--- src/rtl/wdt_wake_pkg.sv ---
// Package: register map, field positions, timing constants and carriers
package wdt_wake_pkg;
  // Register offsets on the byte bus
  localparam logic [4:0] OFS_WDOG_LOW = 5'h0C;
  localparam logic [4:0] OFS_WDOG_HIGH = 5'h0D;
  localparam logic [4:0] OFS_FLAGS = 5'h0E;
  localparam logic [4:0] OFS_CONTROL_SECOND = 5'h0F;
  // Control register bit positions
  localparam int BIT_TRANSFER_EN = 7;
  localparam int BIT_XTAL_SEL = 6;
  localparam int BIT_BURST_INC_EN = 5;
  localparam int BIT_ALARM_POWER_EN = 4;
  localparam int BIT_ALARM_IRQ_EN = 3;
  localparam int BIT_KICK_IRQ_EN = 2;
  localparam int BIT_WATCHDOG_EN = 1;
  localparam int BIT_WATCHDOG_STEER = 0;
  // Flag register bit positions
  localparam int BIT_POWERFAIL_HOLD_SEL = 5;
  localparam int BIT_POWER_OFF_CTL = 4;
  localparam int BIT_ALARM_FLAG = 3;
  localparam int BIT_KICK_FLAG = 2;
  localparam int BIT_WATCHDOG_FLAG = 1;
  localparam int BIT_IRQ_REQUEST_FLAG = 0;
  // Reset values and BCD digit limits
  localparam logic [7:0] CONTROL_RESET = 8'h00;
  localparam logic [7:0] BYTE_ZERO = 8'h00;
  localparam logic [3:0] BCD_NINE = 4'h9;
  localparam logic [3:0] BCD_ZERO = 4'h0;
  // Timing
  localparam int CLK_PERIOD_NS = 10;
  localparam int TICK_MS = 10;
  localparam int TICK_CYCLES = TICK_MS * 1000000 / CLK_PERIOD_NS;
  localparam int RST_PULSE_MIN_MS = 40;
  localparam int RST_PULSE_MAX_MS = 200;
  localparam int RST_PULSE_MS = 100;
  localparam int RST_PULSE_CYCLES = RST_PULSE_MS * 1000000 / CLK_PERIOD_NS;
  localparam int POWERON_TIMEOUT_MS = 100;
  localparam int POWERON_TIMEOUT_CYCLES =
    POWERON_TIMEOUT_MS * 1000000 / CLK_PERIOD_NS;
  localparam int KICK_MIN_PULSE_NS = 100;
  localparam int KICK_MIN_PULSE_CYCLES =
    (KICK_MIN_PULSE_NS + CLK_PERIOD_NS - 1) / CLK_PERIOD_NS;

  // Byte bus request as seen by the block
  typedef struct packed {
    logic [4:0] addr;
    logic wr;
    logic rd_end;
    logic [7:0] wdata;
  } bus_req_t;

  // Power sequencing phases
  typedef enum logic [1:0] {PS_IDLE, PS_WAIT, PS_ON} pwr_state_t;
endpackage

--- src/rtl/bcd_watchdog.sv ---
// BCD down-counter for the watchdog period
`timescale 1ns/1ps
module bcd_watchdog
  import wdt_wake_pkg::*;
#(
  parameter int TICK_COUNT = TICK_CYCLES
) (
  // Clock and reset
  input wire logic i_ref_clk,
  input wire logic i_rst,
  // Control
  input wire logic i_reload,
  input wire logic i_run,
  input wire logic [15:0] i_period,
  // Status
  output logic o_timeout
);
  logic [15:0] count;
  logic [$clog2(TICK_COUNT+1)-1:0] tick_cnt;
  logic tick;
  logic reload_d;
  logic [4:0] d0, d1, d2, d3;

  ////////////////////////////////////////////////////////////////
  // Decrement one BCD digit, returns borrow in bit 4
  function automatic logic [4:0] bcd_dec(input logic [3:0] d);
    if (d == BCD_ZERO) begin
      bcd_dec = {1'b1, BCD_NINE};
    end else begin
      bcd_dec = {1'b0, d - 4'h1};
    end
  endfunction

  // Reload a cycle late: the period registers change on the write edge
  always_ff @(posedge i_ref_clk) begin
    if (i_rst) begin
      reload_d <= 1'b0;
    end else begin
      reload_d <= i_reload;
    end
  end

  // Borrow chain across the four digits
  always_comb begin
    d0 = bcd_dec(count[3:0]);
    d1 = d0[4] ? bcd_dec(count[7:4]) : {1'b0, count[7:4]};
    d2 = d1[4] ? bcd_dec(count[11:8]) : {1'b0, count[11:8]};
    d3 = d2[4] ? bcd_dec(count[15:12]) : {1'b0, count[15:12]};
  end

  // 10 ms prescaler, restarted on reload so the period is whole
  always_ff @(posedge i_ref_clk) begin
    if (i_rst || reload_d || !i_run) begin
      tick_cnt <= '0;
    end else if (tick) begin
      tick_cnt <= '0;
    end else begin
      tick_cnt <= tick_cnt + 1'b1;
    end
  end
  assign tick = (tick_cnt == ($bits(tick_cnt))'(TICK_COUNT - 1));

  // Four-digit BCD countdown, reloads itself on timeout
  always_ff @(posedge i_ref_clk) begin
    o_timeout <= 1'b0;
    if (i_rst) begin
      count <= '0;
    end else if (reload_d) begin
      count <= i_period;
    end else if (i_run && tick) begin
      if (count == 16'h0001) begin
        count <= i_period;
        o_timeout <= 1'b1;
      end else begin
        count <= {d3[3:0], d2[3:0], d1[3:0], d0[3:0]};
      end
    end
  end
endmodule

--- src/rtl/watchdog_wakeup_control.sv ---
// Watchdog, control register and wakeup/kickstart power sequencing
`timescale 1ns/1ps
// Behaviour
// - Transfer enable gates once-per-second time advance; only software changes it
// - Burst enable steers auto increment of extended RAM address
// - Alarm flag with alarm power enable drives power request active
// - Alarm flag with its interrupt enable sets irq flag; reset clears enable
// - Kick flag with its interrupt enable sets irq flag; reset clears enable
// - Watchdog enable routes timeout to interrupt or reset per steering
// - Steering 0 pulls interrupt low; 1 pulses reset low
// - Period from two BCD registers, 10 ms steps, 0.01 to 99.99 s
// - Counter reloads on timeout and on host write of period
// - Repetitive mode timeout sets watchdog and irq flags, interrupt active
// - Single-shot holds reset 40 to 200 ms then clears watchdog enable
// - Writing zero to both period registers disables the watchdog
// - Disabled watchdog still sets its flag, drives no output
// - On battery with supply low, kick falling edge requests power, sets flag
// - Powered down alarm match with wakeup enabled requests power, sets flag
// - Wakeup only while transfer enable is 1
// - Supply missing at power-on timeout releases power request, irq floats; hold select 1 keeps request driven
// - Successful power-on drives interrupt low, clears power-off bit
// - Setting power-off bit, after flags clear, floats power request
// - With main power, enabled kick or wakeup drives power request
// - Fully powered down: power request held if hold select 1
// - Irq flag is OR of enabled flags; interrupt low when set
// - Reading flags clears them at access end; alarm, watchdog clear on 0
// - Alarm flag with power enable, or kick flag, clears power-off bit
module watchdog_wakeup_control
  import wdt_wake_pkg::*;
#(
  parameter int TICK_COUNT = TICK_CYCLES,
  parameter int RST_PULSE_COUNT = RST_PULSE_CYCLES,
  parameter int POTO_COUNT = POWERON_TIMEOUT_CYCLES
) (
  // Clock and reset
  input wire logic i_ref_clk,
  input wire logic i_rst,
  // Byte register port (same clock domain)
  input wire logic [4:0] i_addr,
  input wire logic i_wr,
  input wire logic i_rd_end,
  input wire logic [7:0] i_wdata,
  output logic [7:0] o_rdata,
  // Calendar side
  input wire logic i_alarm_match,
  input wire logic i_ram_access_end,
  output logic o_transfer_en,
  output logic o_burst_inc,
  // Supply and kick pins (asynchronous)
  input wire logic i_vcc_valid,
  input wire logic i_aux_battery,
  input wire logic i_kick_in_n,
  // Open-drain outputs: output level and enable; reset output is level only
  output logic o_power_request_n,
  output logic o_power_request_oe,
  output logic o_irq_n,
  output logic o_irq_oe,
  output logic o_reset_n
);
  bus_req_t req;
  logic [7:0] control;
  logic [7:0] wdog_low, wdog_high;
  logic alarm_flag, kick_flag, watchdog_flag;
  logic power_off_ctl, powerfail_hold_sel;
  logic irq_request_flag;
  logic timeout, wd_run, wd_reload;
  logic [1:0] vcc_s, aux_s, kick_s;
  logic kick_prev;
  logic [$clog2(KICK_MIN_PULSE_CYCLES+1)-1:0] kick_low_cnt;
  logic kick_event, wake_event;
  logic [$clog2(RST_PULSE_COUNT+1)-1:0] rst_cnt;
  logic rst_active;
  logic [$clog2(POTO_COUNT+1)-1:0] poto_cnt;
  pwr_state_t pstate;
  logic powerup_irq;
  logic vcc, aux;

  assign req = '{addr: i_addr, wr: i_wr, rd_end: i_rd_end, wdata: i_wdata};

  function automatic logic hit(input bus_req_t r, input logic [4:0] a);
    hit = (r.addr == a);
  endfunction

  ////////////////////////////////////////////////////////////////
  // Pin synchronisers
  always_ff @(posedge i_ref_clk) begin
    if (i_rst) begin
      vcc_s <= 2'h0;
      aux_s <= 2'h0;
      kick_s <= 2'h3;
    end else begin
      vcc_s <= {vcc_s[0], i_vcc_valid};
      aux_s <= {aux_s[0], i_aux_battery};
      kick_s <= {kick_s[0], i_kick_in_n};
    end
  end
  assign vcc = vcc_s[1];
  assign aux = aux_s[1];

  // Kick low-pulse qualification: event once low lasts the minimum width
  always_ff @(posedge i_ref_clk) begin
    if (i_rst) begin
      kick_prev <= 1'b1;
      kick_low_cnt <= '0;
    end else begin
      kick_prev <= kick_s[1];
      if (kick_s[1]) begin
        kick_low_cnt <= '0;
      end else if (kick_low_cnt !=
                   ($bits(kick_low_cnt))'(KICK_MIN_PULSE_CYCLES)) begin
        kick_low_cnt <= kick_low_cnt + 1'b1;
      end
    end
  end
  assign kick_event = aux && !kick_s[1] && !kick_prev &&
    (kick_low_cnt == ($bits(kick_low_cnt))'(KICK_MIN_PULSE_CYCLES - 1));
  // Alarm wakeup needs transfers running
  assign wake_event = i_alarm_match && control[BIT_TRANSFER_EN];

  ////////////////////////////////////////////////////////////////
  // Control register; only watchdog enable is touched by hardware
  always_ff @(posedge i_ref_clk) begin
    if (i_rst) begin
      control <= CONTROL_RESET;
    end else begin
      if (req.wr && hit(req, OFS_CONTROL_SECOND)) begin
        control <= req.wdata;
      end
      if (rst_active && rst_cnt == '0) begin
        control[BIT_WATCHDOG_EN] <= 1'b0;
      end
    end
  end
  assign o_transfer_en = control[BIT_TRANSFER_EN];
  assign o_burst_inc = control[BIT_BURST_INC_EN] && i_ram_access_end;

  // Watchdog period registers
  always_ff @(posedge i_ref_clk) begin
    if (i_rst) begin
      wdog_low <= BYTE_ZERO;
      wdog_high <= BYTE_ZERO;
    end else if (req.wr) begin
      if (hit(req, OFS_WDOG_LOW)) begin
        wdog_low <= req.wdata;
      end
      if (hit(req, OFS_WDOG_HIGH)) begin
        wdog_high <= req.wdata;
      end
    end
  end
  assign wd_reload = req.wr &&
    (hit(req, OFS_WDOG_LOW) || hit(req, OFS_WDOG_HIGH));
  assign wd_run = (wdog_low != BYTE_ZERO) || (wdog_high != BYTE_ZERO);

  bcd_watchdog #(.TICK_COUNT(TICK_COUNT)) u_wdog (
    .i_ref_clk(i_ref_clk),
    .i_rst(i_rst),
    .i_reload(wd_reload),
    .i_run(wd_run),
    .i_period({wdog_high, wdog_low}),
    .o_timeout(timeout)
  );

  ////////////////////////////////////////////////////////////////
  // Event flags; a set wins over a read or write clear
  always_ff @(posedge i_ref_clk) begin
    if (i_rst) begin
      alarm_flag <= 1'b0;
      kick_flag <= 1'b0;
      watchdog_flag <= 1'b0;
    end else begin
      if (req.rd_end && hit(req, OFS_FLAGS)) begin
        alarm_flag <= 1'b0;
        kick_flag <= 1'b0;
        watchdog_flag <= 1'b0;
      end else if (req.wr && hit(req, OFS_FLAGS)) begin
        alarm_flag <= req.wdata[BIT_ALARM_FLAG];
        kick_flag <= req.wdata[BIT_KICK_FLAG];
        watchdog_flag <= req.wdata[BIT_WATCHDOG_FLAG];
      end
      if (wake_event) begin
        alarm_flag <= 1'b1;
      end
      if (kick_event) begin
        kick_flag <= 1'b1;
      end
      if (timeout) begin
        watchdog_flag <= 1'b1;
      end
    end
  end

  // Power-off and hold-select bits; hardware clear wins over host set
  always_ff @(posedge i_ref_clk) begin
    if (i_rst) begin
      power_off_ctl <= 1'b1;
      powerfail_hold_sel <= 1'b0;
    end else begin
      if (req.wr && hit(req, OFS_FLAGS)) begin
        power_off_ctl <= req.wdata[BIT_POWER_OFF_CTL];
        powerfail_hold_sel <= req.wdata[BIT_POWERFAIL_HOLD_SEL];
      end
      if ((alarm_flag && control[BIT_ALARM_POWER_EN]) || kick_flag ||
          pstate == PS_WAIT && vcc) begin
        power_off_ctl <= 1'b0;
      end
    end
  end

  // Enabled flags combine into the request flag
  assign irq_request_flag =
    (alarm_flag && control[BIT_ALARM_IRQ_EN]) ||
    (kick_flag && control[BIT_KICK_IRQ_EN]) ||
    (watchdog_flag && control[BIT_WATCHDOG_EN] &&
     !control[BIT_WATCHDOG_STEER]);

  ////////////////////////////////////////////////////////////////
  // Single-shot reset pulse; fixed mid-range width
  always_ff @(posedge i_ref_clk) begin
    if (i_rst) begin
      rst_active <= 1'b0;
      rst_cnt <= '0;
    end else if (rst_active) begin
      if (rst_cnt == '0) begin
        rst_active <= 1'b0;
      end else begin
        rst_cnt <= rst_cnt - 1'b1;
      end
    end else if (timeout && control[BIT_WATCHDOG_EN] &&
                 control[BIT_WATCHDOG_STEER]) begin
      rst_active <= 1'b1;
      rst_cnt <= ($bits(rst_cnt))'(RST_PULSE_COUNT - 1);
    end
  end
  assign o_reset_n = !rst_active;

  ////////////////////////////////////////////////////////////////
  // Power-on sequencing after wakeup or kickstart
  always_ff @(posedge i_ref_clk) begin
    if (i_rst) begin
      pstate <= PS_IDLE;
      poto_cnt <= '0;
      powerup_irq <= 1'b0;
    end else begin
      case (pstate)
        PS_IDLE: begin
          if (!vcc && (kick_event ||
              (wake_event && control[BIT_ALARM_POWER_EN]))) begin
            pstate <= PS_WAIT;
            poto_cnt <= ($bits(poto_cnt))'(POTO_COUNT - 1);
          end
        end
        PS_WAIT: begin
          if (vcc) begin
            pstate <= PS_ON;
            powerup_irq <= 1'b1;
          end else if (poto_cnt == '0) begin
            pstate <= PS_IDLE;
          end else begin
            poto_cnt <= poto_cnt - 1'b1;
          end
        end
        PS_ON: begin
          if (!alarm_flag && !kick_flag) begin
            powerup_irq <= 1'b0;
          end
          if (power_off_ctl || !vcc) begin
            pstate <= PS_IDLE;
          end
        end
        default: pstate <= PS_IDLE;
      endcase
    end
  end

  // Power request drive: active low, open drain
  always_comb begin
    o_power_request_n = 1'b0;
    if (pstate == PS_WAIT) begin
      o_power_request_oe = 1'b1;
    end else if (vcc) begin
      o_power_request_oe = !power_off_ctl;
    end else begin
      o_power_request_oe = powerfail_hold_sel && !power_off_ctl;
    end
  end

  // Interrupt drive: only with supply present
  assign o_irq_n = 1'b0;
  assign o_irq_oe = vcc && (irq_request_flag || powerup_irq);

  ////////////////////////////////////////////////////////////////
  // Read data register
  always_ff @(posedge i_ref_clk) begin
    if (i_rst) begin
      o_rdata <= BYTE_ZERO;
    end else begin
      case (req.addr)
        OFS_WDOG_LOW: o_rdata <= wdog_low;
        OFS_WDOG_HIGH: o_rdata <= wdog_high;
        OFS_CONTROL_SECOND: o_rdata <= control;
        OFS_FLAGS: o_rdata <= {2'b00, powerfail_hold_sel, power_off_ctl,
          alarm_flag, kick_flag, watchdog_flag, irq_request_flag};
        default: o_rdata <= BYTE_ZERO;
      endcase
    end
  end
endmodule

--- config.mk ---
export PLATFORM = sky130hd
export DESIGN_NAME = watchdog_wakeup_control
export DESIGN_NICKNAME = d
export VERILOG_FILES = /design/src/rtl/wdt_wake_pkg.sv /design/src/rtl/bcd_watchdog.sv /design/src/rtl/watchdog_wakeup_control.sv
export SDC_FILE = /design/constraint.sdc
export NUM_CORES = 1
export LEC_CHECK = 0
export BUFFER_PORTS_ARGS = -buffer_cell sky130_fd_sc_hd__clkbuf_2
export CORE_MARGIN = 10
export CORE_UTILIZATION = 61
export DETAILED_ROUTE_END_ITERATION = 16
export PLACE_DENSITY = 0.85
export SYNTH_ARGS = -nofsm -noshare
export SYNTH_HDL_FRONTEND = slang
export SYNTH_SLANG_ARGS = --single-unit
--- constraint.sdc ---
create_clock -name i_ref_clk -period 6.5 [get_ports i_ref_clk]
set_input_delay 0.65 -clock i_ref_clk [delete_from_list [all_inputs] [get_ports i_ref_clk]]
set_output_delay 0.65 -clock i_ref_clk [all_outputs]
set_load 0.02 [all_outputs]
==> flow_summary_export.csv, run 1 <==
group,metric,value,unit
finish,multi_input_area,0.00374,mm2
sta,worstMarginPinSlew,0.996,ns
power_and_ir_drop,p_leak,0.00270,uW
synthesis,synth_edf_count,0,
sta,setup_viol,0,
clocking,clk_pin_slew,0.07,ns
worst_setup_path,cp.required,6.94,ns
worst_setup_path,rr_endpoint,"u_wdog.count[7]",
run,maxCapViolations,0,
placement,dpl_worst_slack,3.70,ns
power_and_ir_drop,comb_power_share,3.1,%
power_and_ir_drop,intPower,1430,uW
sta,tns,0,ns
route,post-route-drc-count,0,
placement,io_buffers,34,
hold_path,min_to,"kick_s[0]",
worst_setup_path,cp_max_fo,10,
worst_setup_path,cpMaxStageDelayCell,"nor3b_1",
floorplan,ios,37,
finish,layout.nets,822,
route,drt-initial-drc-count,637,
power_and_ir_drop,power_frac_seq,45.9,%
finish,regArea,0.00276,mm2
floorplan,die_y,126,um
outcome,status,"finished clean",
worst_setup_path,cpPeakStageDelay,0.72,ns
synthesis,synth_cells,775,
power_and_ir_drop,switching_share,23.2,%
hold_path,hp-start,"i_kick_in_n",
finish,final_layout_size_suffix_gt1_share,12.4,%
clocking,cts-htree-levels,4,
synthesis,async_reset_ff_share,0,%
sta,timing.final.crit_period,2.85,ns
power_and_ir_drop,p_switching,433,uW
placement,hpwl,11100,um
sta,finalHoldViolCount,0,
finish,nFillCells,800,
sta,fmax,0.351,GHz
floorplan,core,0.0109,mm2
clocking,postCtsSetupBuffers,0,
floorplan,initial_core_util,62.5,%
clocking,clock-root-buffer,"clkbuf_8",
synthesis,yosys_warnings,0,
placement,place_congestion,0.912,
worst_setup_path,critPathArrivalTime,3.28,ns
worst_setup_path,r2r-start,"u_wdog.count[8]",
synthesis,yosysSeqAreaShare,40.6,%
route,wl_per_cell,17.5,um
clocking,hold_buffers,0,
sta,max_slew_margin,33.5,%
sta,finalMaxSlewViolations,0,
synthesis,synth-seq-cells,138,
synthesis,syn_area,0.00680,mm2
grt,antenna_found_initial,0,
power_and_ir_drop,p_total,1870,uW
hold_path,hold_class,"input pin to flip-flop",
clocking,cts_buffer_depth,2,
power_and_ir_drop,irDropWorstVdd,0.253,mV
clocking,clock_sinks,138,
sta,post-route-period-util,43.8,%
worst_setup_path,crit_path_cell_trace,"inv_1, ha_1, nor3b_1, a41oi_1, nand2_1, a21oi_1, a311oi_1",
route,wirelength,16500,um
worst_setup_path,startpoint_type,"flip-flop",
power_and_ir_drop,powerDensity,247,mW/mm2
route,firstDrtPassIters,6,
grt,gr-total-overflow,0,
finish,synthToLayoutAreaGrowth,11.0,%
clocking,cts_tree,"done",
route,num_vias,6068,
synthesis,synth_cell_type_count,79,
grt,grt_pass1_vias,5897,
grt,track_usage,20.3,%
route,vias_per_cell,6.45,
floorplan,row_count,38,
hold_path,holdPathStages,2,
clocking,numCtsBuffers,17,
clocking,cts_resized,0,
finish,antennaDiodeCount,0,
sta,layout_setup_ws,3.65,ns
worst_setup_path,r2r_slack,3.65,ns
route,detail-route-antenna-nets,0,
sta,finClkSkew,0.00956,ns
floorplan,die_x,126,um
clocking,clkLatencyLatePin,0.53,ns
synthesis,avgSynthCellArea,8.78,um2
worst_setup_path,critPathKind,"flip-flop to flip-flop",
grt,grt_pass1_wl,27500,um
grt,grt_start_max_net_pins,82,
synthesis,synth_flop_cell,"dfxtp_1",
power_and_ir_drop,clkPwrFrac,51.0,%
floorplan,dieArea,0.0158,mm2
worst_setup_path,ff2ff_path_depth,7,
sta,rsz0062_at_grt,"no",
worst_setup_path,end_kind,"flip-flop",
-- layout by cell type (no fill, tap or decap), drive strengths merged, types with 13 or more instances in the layout --
cell type  count
a211oi        17
a21oi         46
a31oi         19
clkbuf        52
dfxtp        138
inv           29
mux2i         20
nand2         43
nand3         24
nand4         13
nor2          84
nor3          22
nor4          19
o21ai         22
o31ai         17
or3           19
or4           26
xnor2         17
xor2          14
-- cell type report --
class / instances / share of cell area, %
clock buffers: 18 / 5.67
repair buffers: 38 / 2.65
multi-input cells: 570 / 49.5
well taps: 140 / 2.32
flip-flops and latches: 138 / 36.6
inverters: 23 / 1.14
clock inverters: 14 / 2.09
-- power by group through the flow --
stage / sequential, uW / clock (uW) / combinational (uW)
after floorplan: 873 / 0 / 39.6
after global placement: 874 / 0 / 54.7
after detailed placement: 874 / 0 / 56.8
after CTS: 856 / 958 / 57.1
after global routing: 856 / 1000 / 64.0
final: 856 / 952 / 58.0
-- worst max-delay path: cells and delay by family, from the launching register on --
| family | cells | cell delay [ns] |
|---|---|---|
| and+or+nand+nor | 2 | 1.14 |
| buffers and inverters | 1 | 0.09 |
| DFF | 1 | 0.35 |
| adders and majority gates | 1 | 0.18 |
| AOI/OAI and AO/OA | 3 | 0.98 |
-- cells by family after synthesis --
| family | after synthesis | synth area share [%] |
|---|---|---|
| other cells | 1 | 0.0551 |
| fa+ha+maj | 12 | 2.21 |
| flops | 138 | 40.6 |
| simple gates | 306 | 24.3 |
| mux | 24 | 3.60 |
| buf+inv | 68 | 4.47 |
| compound gates | 195 | 20.7 |
| xor+xnor | 31 | 3.99 |
-- how the worst max path moves through the flow --
stage,from,end,cells after the start
final,u_wdog.count[8],u_wdog.count[7],7
after floorplan,u_wdog.count[8],u_wdog.count[12],7
after global routing,u_wdog.count[8],u_wdog.count[6],7
after detailed placement,u_wdog.count[8],u_wdog.count[7],7
after CTS,u_wdog.count[8],u_wdog.count[3],7
after global placement,i_addr[4],wdog_low[5],7
-- sequential cells by signal, summed over array words and instances, names as in the netlist, 2 cells and up --
name and count:
rst_cnt 24, poto_cnt 24, o_rdata 8, control 8, aux_s 2, u_wdog.tick_cnt 20, wdog_low 8, vcc_s 2
kick_s 2, u_wdog.count 16, wdog_high 8, kick_low_cnt 4, pstate 2
-- Yosys cell counts (12+ instances only) --
cell        n  share of area, %
nor3_1     22               1.6
a31oi_1    19               1.7
nor4_1     17               1.6
dfxtp_1   138                41
xnor2_1    17               2.2
nand2_1    43               2.4
nor2_1     84               4.6
mux2i_1    20               2.9
or3_1      19               1.7
o31ai_1    17               1.9
or4_1      22               2.4
o21ai_0    20               1.5
nand4_1    13               1.2
a21oi_1    46               3.4
a211oi_1   17               1.9
inv_1      23               1.3
nand3_1    24               1.8
clkbuf_1   34               1.9
xor2_1     14               1.8
ha_1       12               2.2
-- stage by stage --
stage	hold WS (ns)	cell area (um2)	util, %	std cells
2_1_floorplan	0.389	6810	-	776
3_3_place_gp	0.401	6970	64.0	909
3_5_place_dp	0.408	6970	64.0	909
4_1_cts	0.287	7550	69.4	941
5_1_grt	0.296	7550	69.4	941
6_report	0.303	7550	69.4	941
-- metal layers --
layer | track usage (%) | part of all wire (%) | up-vias
met4 | 8.20 | 1.5 | 0
met3 | 5.66 | 6.2 | 23
met2 | 34.3 | 50 | 210
met5 | 0 | 0 | -
met1 | 23.7 | 43 | 2903
li1 | - | - | 2932
(Power assumes the default switching activity.)
==> run 2: changes to the inputs <==
clock period = 2.9 ns   (was 6.5 ns; I/O delays follow)
==> run 2 against run 1 <==
Effect of this change:
- critical path depth shrank 2
- non-clock buffer count grew 18
- clock power grew 120%
- clock skew grew 0.0012 ns
- worst hold slack lost 0.29 ns
- largest power group unchanged
- highest routed layer unchanged
==> flow_summary_export.csv, run 2 (synthesized netlist as in run 1, its figures left out) <==
group,metric,value,unit
outcome,status,"finished clean",
placement,place_area,0.00708,mm2
placement,place_congestion,0.924,
hold_path,hold_class,"input pin to flip-flop",
worst_setup_path,r2r-start,"poto_cnt[2]",
sta,max_slew_margin,51.7,%
finish,regArea,0.00276,mm2
route,firstDrtPassIters,6,
floorplan,die_y,126,um
finish,antennaDiodeCount,0,
clocking,clock_sinks,138,
grt,grt_pass1_vias,5931,
clocking,hold_buffers,3,
grt,grt_pass1_wl,27800,um
finish,final_cell_mix,"dfxtp_1 (138), nor2_1 (84), a21oi_1 (46), nand2_1 (43), clkbuf_2 (34)",
clocking,cts-htree-levels,4,
worst_setup_path,cp_max_fo,13,
grt,antenna_found_initial,0,
clocking,clock-root-buffer,"clkbuf_8",
worst_setup_path,critPathKind,"flip-flop to flip-flop",
power_and_ir_drop,intPower,3180,uW
route,post-route-drc-count,0,
worst_setup_path,crit_start,"poto_cnt[2]",
route,num_vias,6235,
route,drt-initial-drc-count,786,
route,detail-route-antenna-nets,0,
worst_setup_path,end_kind,"flip-flop",
floorplan,row_count,38,
worst_setup_path,startpoint_type,"flip-flop",
clocking,cts_resized,0,
finish,layout.nets,840,
grt,track_usage,20.6,%
finish,final_area,0.00767,mm2
clocking,cts_buffer_depth,2,
route,wl_per_cell,17.5,um
sta,fmax,0.401,GHz
hold_path,hp-start,"i_wdata[6]",
power_and_ir_drop,clkPwrFrac,49.9,%
power_and_ir_drop,irDropWorstVdd,0.487,mV
sta,finalHoldViolCount,0,
finish,final_layout_size_suffix_gt1_share,13.7,%
power_and_ir_drop,p_leak,0.00278,uW
worst_setup_path,critPathArrivalTime,2.97,ns
grt,grt_start_max_net_pins,45,
sta,rsz0062_at_grt,"no",
floorplan,ios,37,
worst_setup_path,cpMaxStageDelayCell,"or4_1",
sta,finalMaxSlewViolations,0,
clocking,postCtsSetupBuffers,0,
worst_setup_path,crit_path_cell_trace,"nor3_1, nand3_1, or4_1, or4_1, a31oi_1",
finish,multi_input_area,0.00374,mm2
sta,tns,0,ns
route,wirelength,16700,um
worst_setup_path,cp.required,3.37,ns
sta,post-route-period-util,86.1,%
power_and_ir_drop,switching_share,22.5,%
floorplan,die_x,126,um
power_and_ir_drop,p_switching,923,uW
floorplan,initial_core_util,62.5,%
sta,finClkSkew,0.0108,ns
clocking,clkLatencyLatePin,0.54,ns
worst_setup_path,cpPeakStageDelay,0.65,ns
placement,io_buffers,34,
power_and_ir_drop,power_frac_seq,46.7,%
grt,gr-total-overflow,0,
clocking,cts_tree,"done",
clocking,clk_pin_slew,0.06,ns
finish,synthToLayoutAreaGrowth,12.7,%
finish,layout_commonest_cell,"dfxtp_1",
sta,timing.final.crit_period,2.50,ns
power_and_ir_drop,powerDensity,536,mW/mm2
power_and_ir_drop,p_total,4110,uW
power_and_ir_drop,comb_power_share,3.4,%
route,vias_per_cell,6.51,
worst_setup_path,cp_common_cell,"or4_1",
clocking,numCtsBuffers,17,
placement,hpwl,11300,um
sta,worstMarginPinSlew,0.724,ns
finish,reg.largest.list,"poto_cnt: 24 flops, rst_cnt: 24 flops, u_wdog.tick_cnt: 20 flops",
finish,nFillCells,803,
sta,setup_viol,0,
floorplan,core,0.0109,mm2
floorplan,dieArea,0.0158,mm2
run,maxCapViolations,0,
-- run 2: stage by stage --
step / utilization (%) / setup WS [ns] / hold WS, ns / cells
after global routing: 70.4 / 0.277 / 0.0198 / 958
final: 70.4 / 0.404 / 0.0139 / 958
after global placement: 65.0 / 0.521 / 0.401 / 924
after detailed placement: 65.0 / 0.446 / 0.423 / 924
after floorplan: - / 0.575 / 0.389 / 776
after CTS: 70.4 / 0.431 / 0.00724 / 958
-- run 2: final timing paths --
check                                    end  slack (ns)  cells past startpoint
worst min register to register     kick_s[1]        0.44                      1
worst max register to register  poto_cnt[19]        0.40                      5
worst max-delay path            poto_cnt[19]        0.40                      5
worst min-delay path             wdog_low[6]        0.01                      3
-- run 2: area by class of cell --
type	instances	share of cell area, %
tap	140	2.28
clock inverter	9	1.14
clock buffer	22	6.17
timing repair buffer	56	4.47
inverter	23	1.13
sequential	138	36.0
multi-input combinational	570	48.8
-- run 2: worst max-delay path, delay by kind of cell (launching register included) --
kind	cells	cell delay, ns
and+or+nand+nor	4	1.90
DFF	1	0.37
AOI/OAI and AO/OA	1	0.16
-- run 2: layer usage --
metal / part of all wire, % / GRT usage [%] / vias to the layer above
li1: - / - / 2978
met1: 43 / 24.8 / 2988
met2: 49 / 34.2 / 235
met3: 7.0 / 5.45 / 34
met4: 1.4 / 7.99 / 0
met5: 0 / 0 / -
-- run 2: power groups by stage --
stage               combinational [uW]  sequential, uW  clock (uW)
floorplan                         88.7            1960           0
global placement                   129            1960           0
detailed placement                 133            1960           0
CTS                                138            1920        2060
global route                       152            1920        2150
finish                             140            1920        2050
==> run 3: changes to the inputs <==
RECOVER_POWER = 100   (was not set)
==> run 3 against run 2 <==
Effect of this change:
- the flow now finishes with violations (capacitance limit, slew limit)
- largest cell class unchanged
- combinational power down 3%
- die area stayed put
- sequential share of layout area is 0.44 points higher
- clock power is essentially flat
- via count shrank 1.1%
- sequential cell count stayed put
- first-iteration DRC count is 0.89% lower
- largest power group unchanged
- critical path depth is the same
- power is essentially flat
- utilization is 0.85 points lower
- worst setup slack worse by 0.15 ns
- fmax decreased by 5.8%
==> flow_summary_export.csv, run 3 (synthesized netlist as in run 1, its figures left out) <==
group,metric,value,unit
sta,worstMarginPinSlew,2.00,ns
floorplan,row_count,38,
clocking,cts-htree-levels,4,
route,wl_per_cell,17.5,um
power_and_ir_drop,p_leak,0.00270,uW
finish,layout_commonest_cell,"dfxtp_1",
floorplan,die_y,126,um
route,drt-initial-drc-count,779,
route,detail-route-antenna-nets,0,
finish,layout.nets,840,
worst_setup_path,critPathArrivalTime,3.09,ns
placement,io_buffers,34,
outcome,status,"finished with violations",
power_and_ir_drop,p_total,4100,uW
worst_setup_path,end_kind,"flip-flop",
hold_path,hp-start,"i_wdata[6]",
power_and_ir_drop,irDropWorstVdd,0.486,mV
grt,gr-total-overflow,0,
worst_setup_path,crit_start,"rst_cnt[12]",
clocking,numCtsBuffers,17,
worst_setup_path,r2r_slack,0.25,ns
route,num_vias,6169,
sta,finalHoldViolCount,0,
sta,finalMaxSlewViolations,45,
worst_setup_path,r2r-start,"rst_cnt[12]",
clocking,postCtsSetupBuffers,0,
hold_path,hold_class,"input pin to flip-flop",
floorplan,initial_core_util,62.5,%
route,post-route-drc-count,0,
clocking,cts_buffer_depth,2,
floorplan,dieArea,0.0158,mm2
clocking,cts_resized,0,
hold_path,min_to,"wdog_low[6]",
worst_setup_path,cp.required,3.34,ns
clocking,clkLatencyLatePin,0.54,ns
run,maxCapViolations,1,
finish,reg.largest.list,"poto_cnt: 24 flops, rst_cnt: 24 flops, u_wdog.tick_cnt: 20 flops",
floorplan,ios,37,
clocking,clk_pin_slew,0.06,ns
worst_setup_path,ff2ff_path_depth,5,
finish,synthToLayoutAreaGrowth,11.3,%
finish,final_cell_mix,"dfxtp_1 (138), nor2_1 (84), a21oi_1 (46), nand2_1 (43)",
worst_setup_path,cpPeakStageDelay,0.80,ns
route,vias_per_cell,6.44,
grt,antenna_found_initial,0,
sta,setup_viol,0,
worst_setup_path,rr_endpoint,"rst_cnt[20]",
sta,timing.final.crit_period,2.65,ns
grt,track_usage,20.6,%
worst_setup_path,cp_max_fo,6,
clocking,cts_tree,"done",
finish,final_layout_size_suffix_gt1_share,10.3,%
hold_path,holdPathStages,3,
placement,place_congestion,0.924,
grt,grt_pass1_vias,5931,
worst_setup_path,startpoint_type,"flip-flop",
worst_setup_path,cpMaxStageDelayCell,"o41ai_1",
grt,grt_pass1_wl,27800,um
sta,fmax,0.377,GHz
finish,post-route-util,69.6,%
finish,final_area,0.00758,mm2
sta,finClkSkew,0.0105,ns
worst_setup_path,critPathKind,"flip-flop to flip-flop",
sta,post-route-period-util,91.4,%
floorplan,die_x,126,um
sta,rsz0062_at_grt,"no",
sta,tns,0,ns
sta,max_slew_margin,-33.1,%
worst_setup_path,crit_path_cell_trace,"or4_4, o41ai_1, a2111oi_1, mux2_2, a211oi_1",
placement,place_area,0.00708,mm2
clocking,clock_sinks,138,
floorplan,core,0.0109,mm2
grt,grt_start_max_net_pins,45,
power_and_ir_drop,powerDensity,542,mW/mm2
outcome,failed_checks,"capacitance limit, slew limit",
finish,antennaDiodeCount,0,
route,wirelength,16700,um
placement,hpwl,11300,um
route,firstDrtPassIters,6,
clocking,clock-root-buffer,"clkbuf_8",
## run 3: cell count changes in the layout (fill, tap and decap cells not counted), moves of 2 or more
cell      before  now
clkbuf_1       1   24
clkbuf_2      34   20
buf_4         19   10
o41ai_1        2    4
or4_1         22   24
or4_4          4    2
## run 3: repair_timing
| item | in CTS | in global routing |
|---|---|---|
| endpoints found under the hold margin | 3 | 0 |
| hold buffers | 3 | 0 |
| setup endpoints to repair | 0 | 0 |
## run 3: worst max-delay path by stage
stage / endpoint / cells after the start
2_1_floorplan: u_wdog.count[12] / 7
3_3_place_gp: rst_cnt[19] / 5
3_5_place_dp: rst_cnt[19] / 5
4_1_cts: rst_cnt[19] / 5
5_1_grt: rst_cnt[20] / 5
6_report: rst_cnt[20] / 5
## run 3: metrics by stage
step / hold slack (ns) / instances / setup slack [ns]
floorplan: 0.389 / 776 / 0.575
global placement: 0.401 / 924 / 0.521
detailed placement: 0.423 / 924 / 0.446
CTS: 0.00724 / 958 / 0.431
global route: 0.0198 / 958 / 0.159
finish: 0.0145 / 958 / 0.250
## run 3: area by class of cell
class | count | area [um2]
Clock buffer | 22 | 473
Clock inverter | 9 | 87.6
Fill cell | 834 | 3310
Inverter | 23 | 86.3
Multi-Input combinational cell | 570 | 3700
Sequential cell | 138 | 2760
Tap cell | 140 | 175
Timing Repair Buffer | 56 | 292
## run 3: routing by layer
layer	global-route usage, %	vias to the layer above	part of all wire (%)
li1	-	2975	-
met1	24.8	2960	43
met2	34.2	200	49
met3	5.45	34	6.5
met4	7.99	0	1.6
met5	0	-	0
## run 3: report_power, final
| group | total [uW] | switching, uW | leakage (uW) | internal, uW |
|---|---|---|---|---|
| logic | 136 | 90.1 | 0.00131 | 46.4 |
| clock network | 2050 | 821 | 0.000278 | 1230 |
| registers | 1920 | 11.9 | 0.00111 | 1910 |
## run 3: critical path, delay by kind of cell (launching register included)
kind            cells  cell delay (ns)
compound gates      3             1.28
simple gates        1             0.59
flops               1             0.36
mux                 1             0.33
